### src/common/bmu_pkg.sv
// Shared constants and types of the bit manipulation unit.
// Assumes a 32-bit APB register bus and 36-bit accumulators.
package bmu_pkg;
  localparam int ACC_W = 36;
  localparam int AUX_W = 16;
  localparam int CNT_W = 6;
  // Register byte offsets.
  localparam logic [11:0] OFS_CMD = 12'h000;
  localparam logic [11:0] OFS_STAT = 12'h004;
  localparam logic [11:0] OFS_PSW = 12'h008;
  localparam logic [11:0] OFS_ALF = 12'h00C;
  localparam logic [11:0] OFS_IMM = 12'h010;
  localparam logic [11:0] OFS_WAIT = 12'h014;
  localparam logic [11:0] OFS_ACC = 12'h020;
  localparam logic [11:0] OFS_ALT = 12'h030;
  localparam logic [11:0] OFS_AUX = 12'h040;
  localparam logic [11:0] OFS_END = 12'h050;
  // Field positions.
  localparam int ALF_LSB = 4;
  localparam int WAIT_EXT_BIT = 8;
  localparam int WAIT_W = 4;
  localparam int CMD_W = 9;
  localparam int HI_W = 4;
  // Reset values.
  localparam logic [ACC_W-1:0] ACC_RST = 36'h0_0000_0000;
  localparam logic [AUX_W-1:0] AUX_RST = 16'h0000;
  // Execution cycles and program words.
  localparam logic [CNT_W-1:0] CYC_ONE = 6'h01;
  localparam logic [CNT_W-1:0] CYC_TWO = 6'h02;
  localparam logic [1:0] WORD_ONE = 2'h1;
  localparam logic [1:0] WORD_TWO = 2'h2;
  localparam logic [5:0] MAX_SHIFT = 6'h24;
  localparam logic [5:0] NORM_BIAS = 6'h04;
  typedef enum logic [4:0] {
    OP_ASR_IMM, OP_ASR_AUX, OP_ASR_ACC,
    OP_LSR_IMM, OP_LSR_AUX, OP_LSR_ACC,
    OP_ASL_IMM, OP_ASL_AUX, OP_ASL_ACC,
    OP_LSL_IMM, OP_LSL_AUX, OP_LSL_ACC,
    OP_EXP, OP_NORM,
    OP_EXTS_IMM, OP_EXTS_AUX,
    OP_EXTZ_IMM, OP_EXTZ_AUX,
    OP_INS_IMM, OP_INS_AUX,
    OP_SHUF0, OP_SHUF1
  } bmu_op_t;
  typedef struct packed {
    logic [1:0] aux;
    logic dst;
    logic src;
    bmu_op_t op;
  } bmu_cmd_t;
  typedef struct packed {
    logic math_overflow_flag;
    logic logical_overflow_flag;
    logic result_zero_flag;
    logic result_negative_flag;
  } bmu_psw_t;
  typedef struct packed {
    logic not_minus_one_flag;
    logic minus_one_flag;
    logic evenp;
    logic oddp;
  } bmu_alf_t;
  typedef enum logic {ST_IDLE, ST_EXEC} bmu_state_t;
endpackage

### src/rtl/bmu_unit.sv
// Bit manipulation unit: shifts, exponent, normalize, field ops and
// alternate accumulator shuffle, reached as an APB slave.
// Assumes a single 100 MHz pclk and an APB master on the same clock.
`timescale 1ns/1ps
`default_nettype none
module bmu_unit (
  input wire logic pclk,
  input wire logic presetn,
  input wire logic psel,
  input wire logic penable,
  input wire logic pwrite,
  input wire logic [11:0] paddr,
  input wire logic [31:0] pwdata,
  output logic [31:0] prdata,
  output logic pready,
  output logic pslverr,
  output logic busy,
  output var bmu_pkg::bmu_psw_t psw_flags,
  output var bmu_pkg::bmu_alf_t unit_flags
);
  logic [bmu_pkg::ACC_W-1:0] acc_r [2];
  logic [bmu_pkg::ACC_W-1:0] alt_r [2];
  logic [bmu_pkg::AUX_W-1:0] aux_r [4];
  logic [bmu_pkg::AUX_W-1:0] imm_r;
  logic [bmu_pkg::WAIT_W-1:0] wait_r;
  logic ext_pc_r;
  bmu_pkg::bmu_cmd_t cmd_r;
  bmu_pkg::bmu_state_t state_r;
  logic [bmu_pkg::CNT_W-1:0] cnt_r;
  logic [1:0] words_r;
  logic [31:0] rd_nxt;
  logic err_nxt;
  logic acc_phase;
  logic wr_en;
  logic cmd_wr;
  logic commit;
  logic [11:0] off;
  logic [bmu_pkg::ACC_W-1:0] src_v;
  logic [bmu_pkg::ACC_W-1:0] dst_v;
  logic [bmu_pkg::ACC_W-1:0] val_v;
  logic [bmu_pkg::ACC_W-1:0] res_nxt;
  logic [bmu_pkg::AUX_W-1:0] opnd;
  logic [bmu_pkg::AUX_W-1:0] norm_e;
  logic llv_nxt;
  logic [71:0] ext72;
  logic [5:0] sh_n;
  logic sh_ill;
  logic [5:0] exp_cnt;
  logic [7:0] fw;
  logic [7:0] fo;
  logic [8:0] fsum;
  logic f_ill;
  logic [bmu_pkg::ACC_W-1:0] fmask;
  logic [bmu_pkg::ACC_W-1:0] field;
  logic [5:0] fidx;
  logic [bmu_pkg::CNT_W-1:0] base_cyc;
  logic [1:0] op_words;
  bmu_pkg::bmu_cmd_t new_cmd;

  assign off = paddr;
  assign acc_phase = psel & penable & pready;
  assign wr_en = acc_phase & pwrite & ~pslverr;
  assign cmd_wr = wr_en & (off == bmu_pkg::OFS_CMD);
  assign commit = (state_r == bmu_pkg::ST_EXEC) & (cnt_r == bmu_pkg::CYC_ONE);
  assign new_cmd = bmu_pkg::bmu_cmd_t'(pwdata[bmu_pkg::CMD_W-1:0]);
  // Read data is held in the answer flop itself, so prdata stands
  // unchanged from the access cycle until the next setup cycle.

  // Operand fetch: both selectors pick one of the two working accumulators.
  always_comb begin
    src_v = acc_r[cmd_r.src];
    dst_v = acc_r[cmd_r.dst];
    unique case (cmd_r.op)
      bmu_pkg::OP_ASR_IMM, bmu_pkg::OP_LSR_IMM, bmu_pkg::OP_ASL_IMM,
      bmu_pkg::OP_LSL_IMM, bmu_pkg::OP_EXTS_IMM, bmu_pkg::OP_EXTZ_IMM,
      bmu_pkg::OP_INS_IMM: opnd = imm_r;
      bmu_pkg::OP_ASR_ACC, bmu_pkg::OP_LSR_ACC, bmu_pkg::OP_ASL_ACC,
      bmu_pkg::OP_LSL_ACC: opnd = src_v[31:16];
      default: opnd = aux_r[cmd_r.aux];
    endcase
    // Accumulator-amount forms shift the other accumulator by aS.
    val_v = src_v;
    if (cmd_r.op inside {bmu_pkg::OP_ASR_ACC, bmu_pkg::OP_LSR_ACC,
        bmu_pkg::OP_ASL_ACC, bmu_pkg::OP_LSL_ACC}) begin
      val_v = acc_r[~cmd_r.src];
    end
  end

  // Shift amount is a signed 16-bit word; negative or above 36 is illegal.
  always_comb begin
    sh_ill = opnd[15] | (opnd > {10'h000, bmu_pkg::MAX_SHIFT});
    sh_n = sh_ill ? 6'h00 : opnd[5:0];
  end

  // Redundant sign bits below bit 35.
  always_comb begin
    logic run;
    run = 1'b1;
    exp_cnt = 6'h00;
    for (int i = 34; i >= 0; i--) begin
      if (run && (val_v[i] == val_v[35])) begin
        exp_cnt = exp_cnt + 6'h01;
      end else begin
        run = 1'b0;
      end
    end
  end

  // Field decode: upper byte width, lower byte offset, both zero-extended.
  always_comb begin
    fw = opnd[15:8];
    fo = opnd[7:0];
    fsum = {1'b0, fw} + {1'b0, fo};
    f_ill = (fw == 8'h00) | (fsum > {3'h0, bmu_pkg::MAX_SHIFT});
    fmask = (fw >= {2'h0, bmu_pkg::MAX_SHIFT}) ? {bmu_pkg::ACC_W{1'b1}}
          : ~({bmu_pkg::ACC_W{1'b1}} << fw);
    field = (src_v >> fo) & fmask;
    fidx = f_ill ? 6'h00 : fw[5:0] - 6'h01;
  end

  // Result of the latched operation and its overflow.
  always_comb begin
    logic signed [bmu_pkg::ACC_W-1:0] sv;
    logic [5:0] e;
    sv = val_v;
    e = exp_cnt - bmu_pkg::NORM_BIAS;
    res_nxt = val_v;
    llv_nxt = 1'b0;
    norm_e = {{10{e[5]}}, e};
    ext72 = 72'h0;
    unique case (cmd_r.op)
      bmu_pkg::OP_ASR_IMM, bmu_pkg::OP_ASR_AUX, bmu_pkg::OP_ASR_ACC: begin
        res_nxt = sv >>> sh_n;
        llv_nxt = sh_ill;
      end
      bmu_pkg::OP_LSR_IMM, bmu_pkg::OP_LSR_AUX, bmu_pkg::OP_LSR_ACC: begin
        res_nxt = {4'h0, val_v[31:0] >> sh_n};
        llv_nxt = sh_ill;
      end
      bmu_pkg::OP_ASL_IMM, bmu_pkg::OP_ASL_AUX, bmu_pkg::OP_ASL_ACC: begin
        ext72 = {{bmu_pkg::ACC_W{val_v[35]}}, val_v} << sh_n;
        res_nxt = ext72[35:0];
        llv_nxt = sh_ill | ~((&ext72[71:35]) | ~(|ext72[71:35]));
      end
      bmu_pkg::OP_LSL_IMM, bmu_pkg::OP_LSL_AUX, bmu_pkg::OP_LSL_ACC: begin
        ext72 = {{bmu_pkg::ACC_W{1'b0}}, val_v} << sh_n;
        res_nxt = ext72[35:0];
        llv_nxt = sh_ill | (|ext72[71:36]);
      end
      bmu_pkg::OP_EXP: begin
        res_nxt = {30'h0, exp_cnt};
      end
      bmu_pkg::OP_NORM: begin
        // Negative exponent means the value spills into the guard bits.
        // Both arms stay signed, or the right shift would lose its sign fill.
        res_nxt = e[5] ? (sv >>> (~e + 6'h01)) : (sv <<< e);
      end
      bmu_pkg::OP_EXTS_IMM, bmu_pkg::OP_EXTS_AUX: begin
        res_nxt = field[fidx] ? (field | ~fmask) : field;
        llv_nxt = f_ill;
      end
      bmu_pkg::OP_EXTZ_IMM, bmu_pkg::OP_EXTZ_AUX: begin
        res_nxt = field;
        llv_nxt = f_ill;
      end
      bmu_pkg::OP_INS_IMM, bmu_pkg::OP_INS_AUX: begin
        res_nxt = (dst_v & ~(fmask << fo)) | ((src_v & fmask) << fo);
        llv_nxt = f_ill;
      end
      bmu_pkg::OP_SHUF0: res_nxt = alt_r[0];
      bmu_pkg::OP_SHUF1: res_nxt = alt_r[1];
    endcase
  end

  // Base cycles and program words of an issued command.
  always_comb begin
    base_cyc = bmu_pkg::CYC_TWO;
    op_words = bmu_pkg::WORD_ONE;
    unique case (new_cmd.op)
      bmu_pkg::OP_ASR_AUX, bmu_pkg::OP_LSR_AUX, bmu_pkg::OP_ASL_AUX,
      bmu_pkg::OP_LSL_AUX, bmu_pkg::OP_EXP, bmu_pkg::OP_NORM,
      bmu_pkg::OP_EXTS_AUX, bmu_pkg::OP_EXTZ_AUX, bmu_pkg::OP_SHUF0,
      bmu_pkg::OP_SHUF1: base_cyc = bmu_pkg::CYC_ONE;
      bmu_pkg::OP_ASR_IMM, bmu_pkg::OP_LSR_IMM, bmu_pkg::OP_ASL_IMM,
      bmu_pkg::OP_LSL_IMM, bmu_pkg::OP_EXTS_IMM, bmu_pkg::OP_EXTZ_IMM,
      bmu_pkg::OP_INS_IMM: op_words = bmu_pkg::WORD_TWO;
      default: base_cyc = bmu_pkg::CYC_TWO;
    endcase
  end

  // Read data and error, prepared in the setup cycle.
  always_comb begin
    rd_nxt = 32'h0000_0000;
    err_nxt = 1'b0;
    if (off[1:0] != 2'h0 || off >= bmu_pkg::OFS_END) begin
      err_nxt = 1'b1;
    end else if (off >= bmu_pkg::OFS_AUX) begin
      rd_nxt = {16'h0000, aux_r[off[3:2]]};
    end else if (off >= bmu_pkg::OFS_ALT) begin
      rd_nxt = off[2] ? {28'h0, alt_r[off[3]][35:32]} : alt_r[off[3]][31:0];
    end else if (off >= bmu_pkg::OFS_ACC) begin
      rd_nxt = off[2] ? {28'h0, acc_r[off[3]][35:32]} : acc_r[off[3]][31:0];
    end else begin
      unique case (off)
        bmu_pkg::OFS_CMD: rd_nxt = {23'h0, cmd_r};
        bmu_pkg::OFS_STAT: rd_nxt = {29'h0, words_r, state_r == bmu_pkg::ST_EXEC};
        bmu_pkg::OFS_PSW: rd_nxt = {28'h0, psw_flags};
        bmu_pkg::OFS_ALF: rd_nxt = {24'h0, unit_flags, 4'h0};
        bmu_pkg::OFS_IMM: rd_nxt = {16'h0000, imm_r};
        bmu_pkg::OFS_WAIT: rd_nxt = {23'h0, ext_pc_r, 4'h0, wait_r};
        default: err_nxt = 1'b1;
      endcase
    end
    // Writes while busy and unknown opcodes are refused.
    if (pwrite && (state_r == bmu_pkg::ST_EXEC)) begin
      err_nxt = 1'b1;
    end
    if (pwrite && off == bmu_pkg::OFS_CMD && pwdata[4:0] > 5'h15) begin
      err_nxt = 1'b1;
    end
  end

  // APB handshake: one wait-free access cycle after each setup.
  always_ff @(posedge pclk or negedge presetn) begin
    if (!presetn) begin
      pready <= 1'b0;
      pslverr <= 1'b0;
      prdata <= 32'h0000_0000;
    end else begin
      pready <= psel & ~penable;
      if (psel && !penable) begin
        pslverr <= err_nxt;
        prdata <= err_nxt ? 32'h0000_0000 : rd_nxt;
      end
    end
  end

  // Sequencer: counts base cycles plus external wait states.
  always_ff @(posedge pclk or negedge presetn) begin
    if (!presetn) begin
      state_r <= bmu_pkg::ST_IDLE;
      cnt_r <= 6'h00;
      cmd_r <= bmu_pkg::bmu_cmd_t'(9'h000);
      words_r <= 2'h0;
      busy <= 1'b0;
    end else if (cmd_wr) begin
      state_r <= bmu_pkg::ST_EXEC;
      cmd_r <= new_cmd;
      words_r <= op_words;
      busy <= 1'b1;
      // Both factors widen to the counter width before the product is formed.
      cnt_r <= base_cyc + (ext_pc_r ? (6'(wait_r) * 6'(op_words)) : 6'h00);
    end else if (commit) begin
      state_r <= bmu_pkg::ST_IDLE;
      busy <= 1'b0;
      cnt_r <= 6'h00;
    end else if (state_r == bmu_pkg::ST_EXEC) begin
      cnt_r <= cnt_r - 6'h01;
    end
  end

  // With at most 15 wait states on each of two words a command runs for no
  // more than 32 cycles, so the 6-bit counter never wraps.

  // Immediate and wait-state configuration.
  always_ff @(posedge pclk or negedge presetn) begin
    if (!presetn) begin
      imm_r <= bmu_pkg::AUX_RST;
      wait_r <= 4'h0;
      ext_pc_r <= 1'b0;
    end else if (wr_en && off == bmu_pkg::OFS_IMM) begin
      imm_r <= pwdata[15:0];
    end else if (wr_en && off == bmu_pkg::OFS_WAIT) begin
      wait_r <= pwdata[3:0];
      ext_pc_r <= pwdata[bmu_pkg::WAIT_EXT_BIT];
    end
  end

  // Status flags after each unit operation.
  always_ff @(posedge pclk or negedge presetn) begin
    if (!presetn) begin
      psw_flags <= bmu_pkg::bmu_psw_t'(4'h0);
    end else if (commit) begin
      psw_flags.result_negative_flag <= res_nxt[35];
      psw_flags.result_zero_flag <= (res_nxt == 36'h0_0000_0000);
      psw_flags.logical_overflow_flag <= llv_nxt;
      psw_flags.math_overflow_flag <= ~((&res_nxt[35:31]) | ~(|res_nxt[35:31]));
    end
  end

  // Unit flags; an operation's result wins over a bus write.
  always_ff @(posedge pclk or negedge presetn) begin
    if (!presetn) begin
      unit_flags <= bmu_pkg::bmu_alf_t'(4'h0);
    end else if (commit) begin
      unit_flags.oddp <= ^res_nxt;
      unit_flags.evenp <= ~(^res_nxt);
      unit_flags.minus_one_flag <= &res_nxt;
      unit_flags.not_minus_one_flag <= ~(&res_nxt);
    end else if (wr_en && off == bmu_pkg::OFS_ALF) begin
      unit_flags <= bmu_pkg::bmu_alf_t'(pwdata[bmu_pkg::ALF_LSB+:4]);
    end
  end

  // Per-entry storage of accumulators, alternates and aux registers.
  for (genvar k = 0; k < 4; k++) begin : g_reg
    logic [11:0] ofs_aux;
    assign ofs_aux = bmu_pkg::OFS_AUX + 12'(4 * k);
    always_ff @(posedge pclk or negedge presetn) begin
      if (!presetn) begin
        aux_r[k] <= bmu_pkg::AUX_RST;
      end else if (commit && cmd_r.op == bmu_pkg::OP_NORM && cmd_r.aux == 2'(k)) begin
        aux_r[k] <= norm_e;
      end else if (wr_en && off == ofs_aux) begin
        aux_r[k] <= pwdata[15:0];
      end
    end
    if (k < 2) begin : g_acc
      logic [11:0] ofs_a;
      logic [11:0] ofs_b;
      assign ofs_a = bmu_pkg::OFS_ACC + 12'(8 * k);
      assign ofs_b = bmu_pkg::OFS_ALT + 12'(8 * k);
      always_ff @(posedge pclk or negedge presetn) begin
        if (!presetn) begin
          acc_r[k] <= bmu_pkg::ACC_RST;
        end else if (commit && cmd_r.dst == 1'(k)) begin
          acc_r[k] <= res_nxt;
        end else if (wr_en && off == ofs_a) begin
          acc_r[k][31:0] <= pwdata;
        end else if (wr_en && off == ofs_a + 12'h004) begin
          acc_r[k][35:32] <= pwdata[3:0];
        end
      end
      always_ff @(posedge pclk or negedge presetn) begin
        if (!presetn) begin
          alt_r[k] <= bmu_pkg::ACC_RST;
        end else if (commit && cmd_r.op == (k == 0 ? bmu_pkg::OP_SHUF0 : bmu_pkg::OP_SHUF1)) begin
          alt_r[k] <= src_v;
        end else if (wr_en && off == ofs_b) begin
          alt_r[k][31:0] <= pwdata;
        end else if (wr_en && off == ofs_b + 12'h004) begin
          alt_r[k][35:32] <= pwdata[3:0];
        end
      end
    end
  end
endmodule
`default_nettype wire

### config.mk
export PLATFORM = sky130hd
export DESIGN_NAME = bmu_unit
export DESIGN_NICKNAME = d
export VERILOG_FILES = /design/src/common/bmu_pkg.sv /design/src/rtl/bmu_unit.sv
export SDC_FILE = /design/constraint.sdc
export NUM_CORES = 2
export LEC_CHECK = 0
export BUFFER_PORTS_ARGS = -buffer_cell sky130_fd_sc_hd__buf_2
export CAP_MARGIN = 20
export CORE_ASPECT_RATIO = 0.75
export CORE_MARGIN = 8
export CORE_UTILIZATION = 45
export DETAILED_ROUTE_END_ITERATION = 10
export MAX_ROUTING_LAYER = met4
export PLACE_DENSITY = 0.67
export SYNTH_ARGS = -nofsm -noshare
export SYNTH_HDL_FRONTEND = slang
export SYNTH_SLANG_ARGS = --single-unit
### constraint.sdc
create_clock -name pclk -period 35.3 [get_ports pclk]
set_clock_uncertainty 0.1 [all_clocks]
set_input_delay 7.06 -clock pclk [delete_from_list [all_inputs] [get_ports pclk]]
set_output_delay 7.06 -clock pclk [all_outputs]
set_load 0.05 [all_outputs]
==> flow_summary.yaml <==
outcome:
  status: "finished, violations left"
  violations: "design-rule violations"
placement:
  hpwl_mm: 203.3
  pre_cts_ws_ns: 6.105
  portBuffers: 91
  place.gp.congestion: 1.126
logic_synthesis:
  netlist-cell-type-count: 116
  yosys_warnings: 0
  synth_nets: 6390
  ys.flop_type: "dfrtp_1"
  syn_avg_cell_area_um2: 6.914
  yosysSeqAreaShare_pct: 16.72
  synth_area_um2: 43240
  syn_inst: 6254
  async_flop_share_pct: 100.0
  yosys_register_bits: 289
  synth-edff-count: 0
grt:
  grt_usage_pct: 48.41
  grt_pass1_vias: 47710
  grt_pass1_wl_mm: 368.6
  grt-ovfl-total: 0
  grt_max_degree: 110
  antenna_found_initial: 24
critical_path:
  cp_common_cell: "ha_1"
  required_ns: 35.64
  cp_slowest_cell: "o22ai_1"
  critPathKind: "reg2reg"
  reg2reg_depth: 121
  cp.arrival_ns: 30.38
  path_buf_inv: 10
  slowest_delay_ns: 0.80
  r2r_slack_ns: 5.26
  r2r-start: "cmd_r[4]"
  endpoint_kind: "register"
  timing.rr.end: "unit_flags[0]"
  startpoint_type: "register"
  path_max_fanout: 109
  crit_family: "adder cells"
sta:
  worst_pin_slew_ns: 1.436
  fmax_mhz: 33.29
  finalSetupViolCount: 0
  slew_headroom_pct: 1.547
  rsz0062_at_grt: "false"
  final.min_clock_period_ns: 30.04
  drv_slew: 0
  hold_viol: 0
  tns_ns: 0
  setup_ws_ns: 5.258
  min_period_over_period_pct: 85.10
floorplan:
  core_um2: 95270
  start_util_pct: 45.39
  die_y_um: 284.5
  die_w_um: 373.9
  dieArea_um2: 106400
  num_rows: 98
  ios: 92
hold_path:
  min_to: "prdata[25]"
  hold_depth: 1
  hp-start: "prdata[25]"
  hp-class: "reg2reg"
detailed_routing:
  viasPerCell: 7.357
  firstDrtPassIters: 11
  detail-route-antenna-nets: 0
  first_iter_violations: 11170
  drc: 2
  dr_total_vias: 54330
  wl_per_cell_um: 36.21
  wl_mm: 267.3
flow_run:
  cap_violations: 0
clock_network:
  cts_root_buffer: "clkbuf_16"
  clkSlewWorstSetupHoldPaths_ns: 0.06
  cts_tree: "done"
  post_cts_resize_count: 0
  clock_latency_ns: 0.57
  clk_path_buf_depth: 3
  cts_buffers: 34
  cts_setup_buffers: 0
  clock-sinks: 289
  holdBufCountCts: 0
  htree_levels: 2
finish:
  final_common_cell: "nand2_1"
  most-common-layout-cells: "1021 x nand2_1, 700 x nor2_1, 574 x o21ai_0"
  drive_above_1_share_pct: 11.82
  finalNetCount: 6204
  areaGrowthSynthToFinish_pct: 6.968
pwr:
  peakVddDrop_mv: 0.06192
  power_density_nw_per_um2: 50.27
  leakagePower_nw: 18.81
  fin_total_pwr_w: 0.002325
per-layer routing:
metal,wire length (um),global-route usage (%),part of all wire [%],vias up
met2,98070,60.96,37,4937
met1,105600,64.31,39,25980
met5,0,-,0,-
li1,-,-,-,22460
met3,48190,23.50,18,948
met4,15490,20.53,5.8,0
synthesized netlist by cell type (70+ instances only):
library cell	instances	area share, %
nand3_1	129	1.5
inv_1	98	0.85
a21oi_1	563	6.5
a211oi_1	101	1.8
xnor2_1	70	1.4
dfrtp_1	289	17
buf_1	91	0.79
nand2_1	1028	8.9
clkbuf_1	392	3.4
o21ai_0	576	6.7
nor2_1	715	6.2
ha_1	85	2.5
mux2_2	161	4.2
nor3_1	133	1.5
o22ai_1	74	1.1
o211ai_1	81	1.4
mux2i_1	558	13
a31oi_1	106	1.5
worst reg2reg max path, delay by kind of cell, from the launching register on:
family | cells | cell delay [ns]
muxes | 17 | 4.97
xor gates and xnor gates | 5 | 0.76
adders and majority gates | 33 | 9.98
and+or+nand+nor | 22 | 2.78
buffers and inverters | 10 | 2.33
DFF | 1 | 0.76
AOI/OAI and AO/OA | 34 | 8.24
layout make-up:
| type | count | area [um2] |
|---|---|---|
| antenna | 44 | 110.1 |
| clock buffer | 47 | 969.7 |
| tap | 1250 | 1564 |
| sequential | 289 | 7238 |
| timing repair buffer | 311 | 2142 |
| inverter | 107 | 404.1 |
| fill | 9699 | 49020 |
| multi-input combinational | 5325 | 33720 |
| clock inverter | 11 | 101.3 |
worst max-delay path by stage:
stage,cells after the start,to,start
after floorplan,137,unit_flags[0],cmd_r[0]
after global placement,122,unit_flags[0],cmd_r[3]
after detailed placement,121,unit_flags[0],cmd_r[3]
after CTS,122,unit_flags[0],cmd_r[3]
after global routing,122,unit_flags[0],cmd_r[4]
final,121,unit_flags[0],cmd_r[4]
where the power goes:
| part | switching, W | total [W] | internal [W] | leakage, nW |
|---|---|---|---|---|
| clock | 0.000155 | 0.000355 | 0.000200 | 0.530 |
| combinational | 0.00107 | 0.00160 | 0.000525 | 15.2 |
| sequential | 0.0000281 | 0.000370 | 0.000342 | 3.11 |
logic make-up after synthesis:
group	share of synthesized area, %
flip-flops	16.72
buffers and inverters	5.833
other	0.008672
multiplexers	19.45
adder cells (fa/ha/maj)	2.622
XOR/XNOR	3.267
AO/OA/AOI/OAI	27.83
AND/OR/NAND/NOR	24.27
per-stage QoR:
| stage | cell area [um2] | utilization, % | hold slack (ns) | std cells |
|---|---|---|---|---|
| finish | 46250 | 48.55 | 0.3992 | 7384 |
| detailed placement | 45010 | 47.24 | 0.3888 | 7274 |
| floorplan | 43240 | - | 0.3472 | 6254 |
| global route | 46210 | 48.50 | 0.4089 | 7367 |
| CTS | 46080 | 48.37 | 0.4014 | 7332 |
| global placement | 45000 | 47.23 | 0.3830 | 7272 |
registers in the layout, indices dropped and copies added (netlist names):
name,flops
wait_r,4
cnt_r,6
pready,1
aux_r,64
pslverr,1
psw_flags,4
state_r,1
words_r,2
prdata,32
unit_flags,4
cmd_r,9
alt_r,72
imm_r,16
ext_pc_r,1
acc_r,72
(Power assumes the default switching activity.)
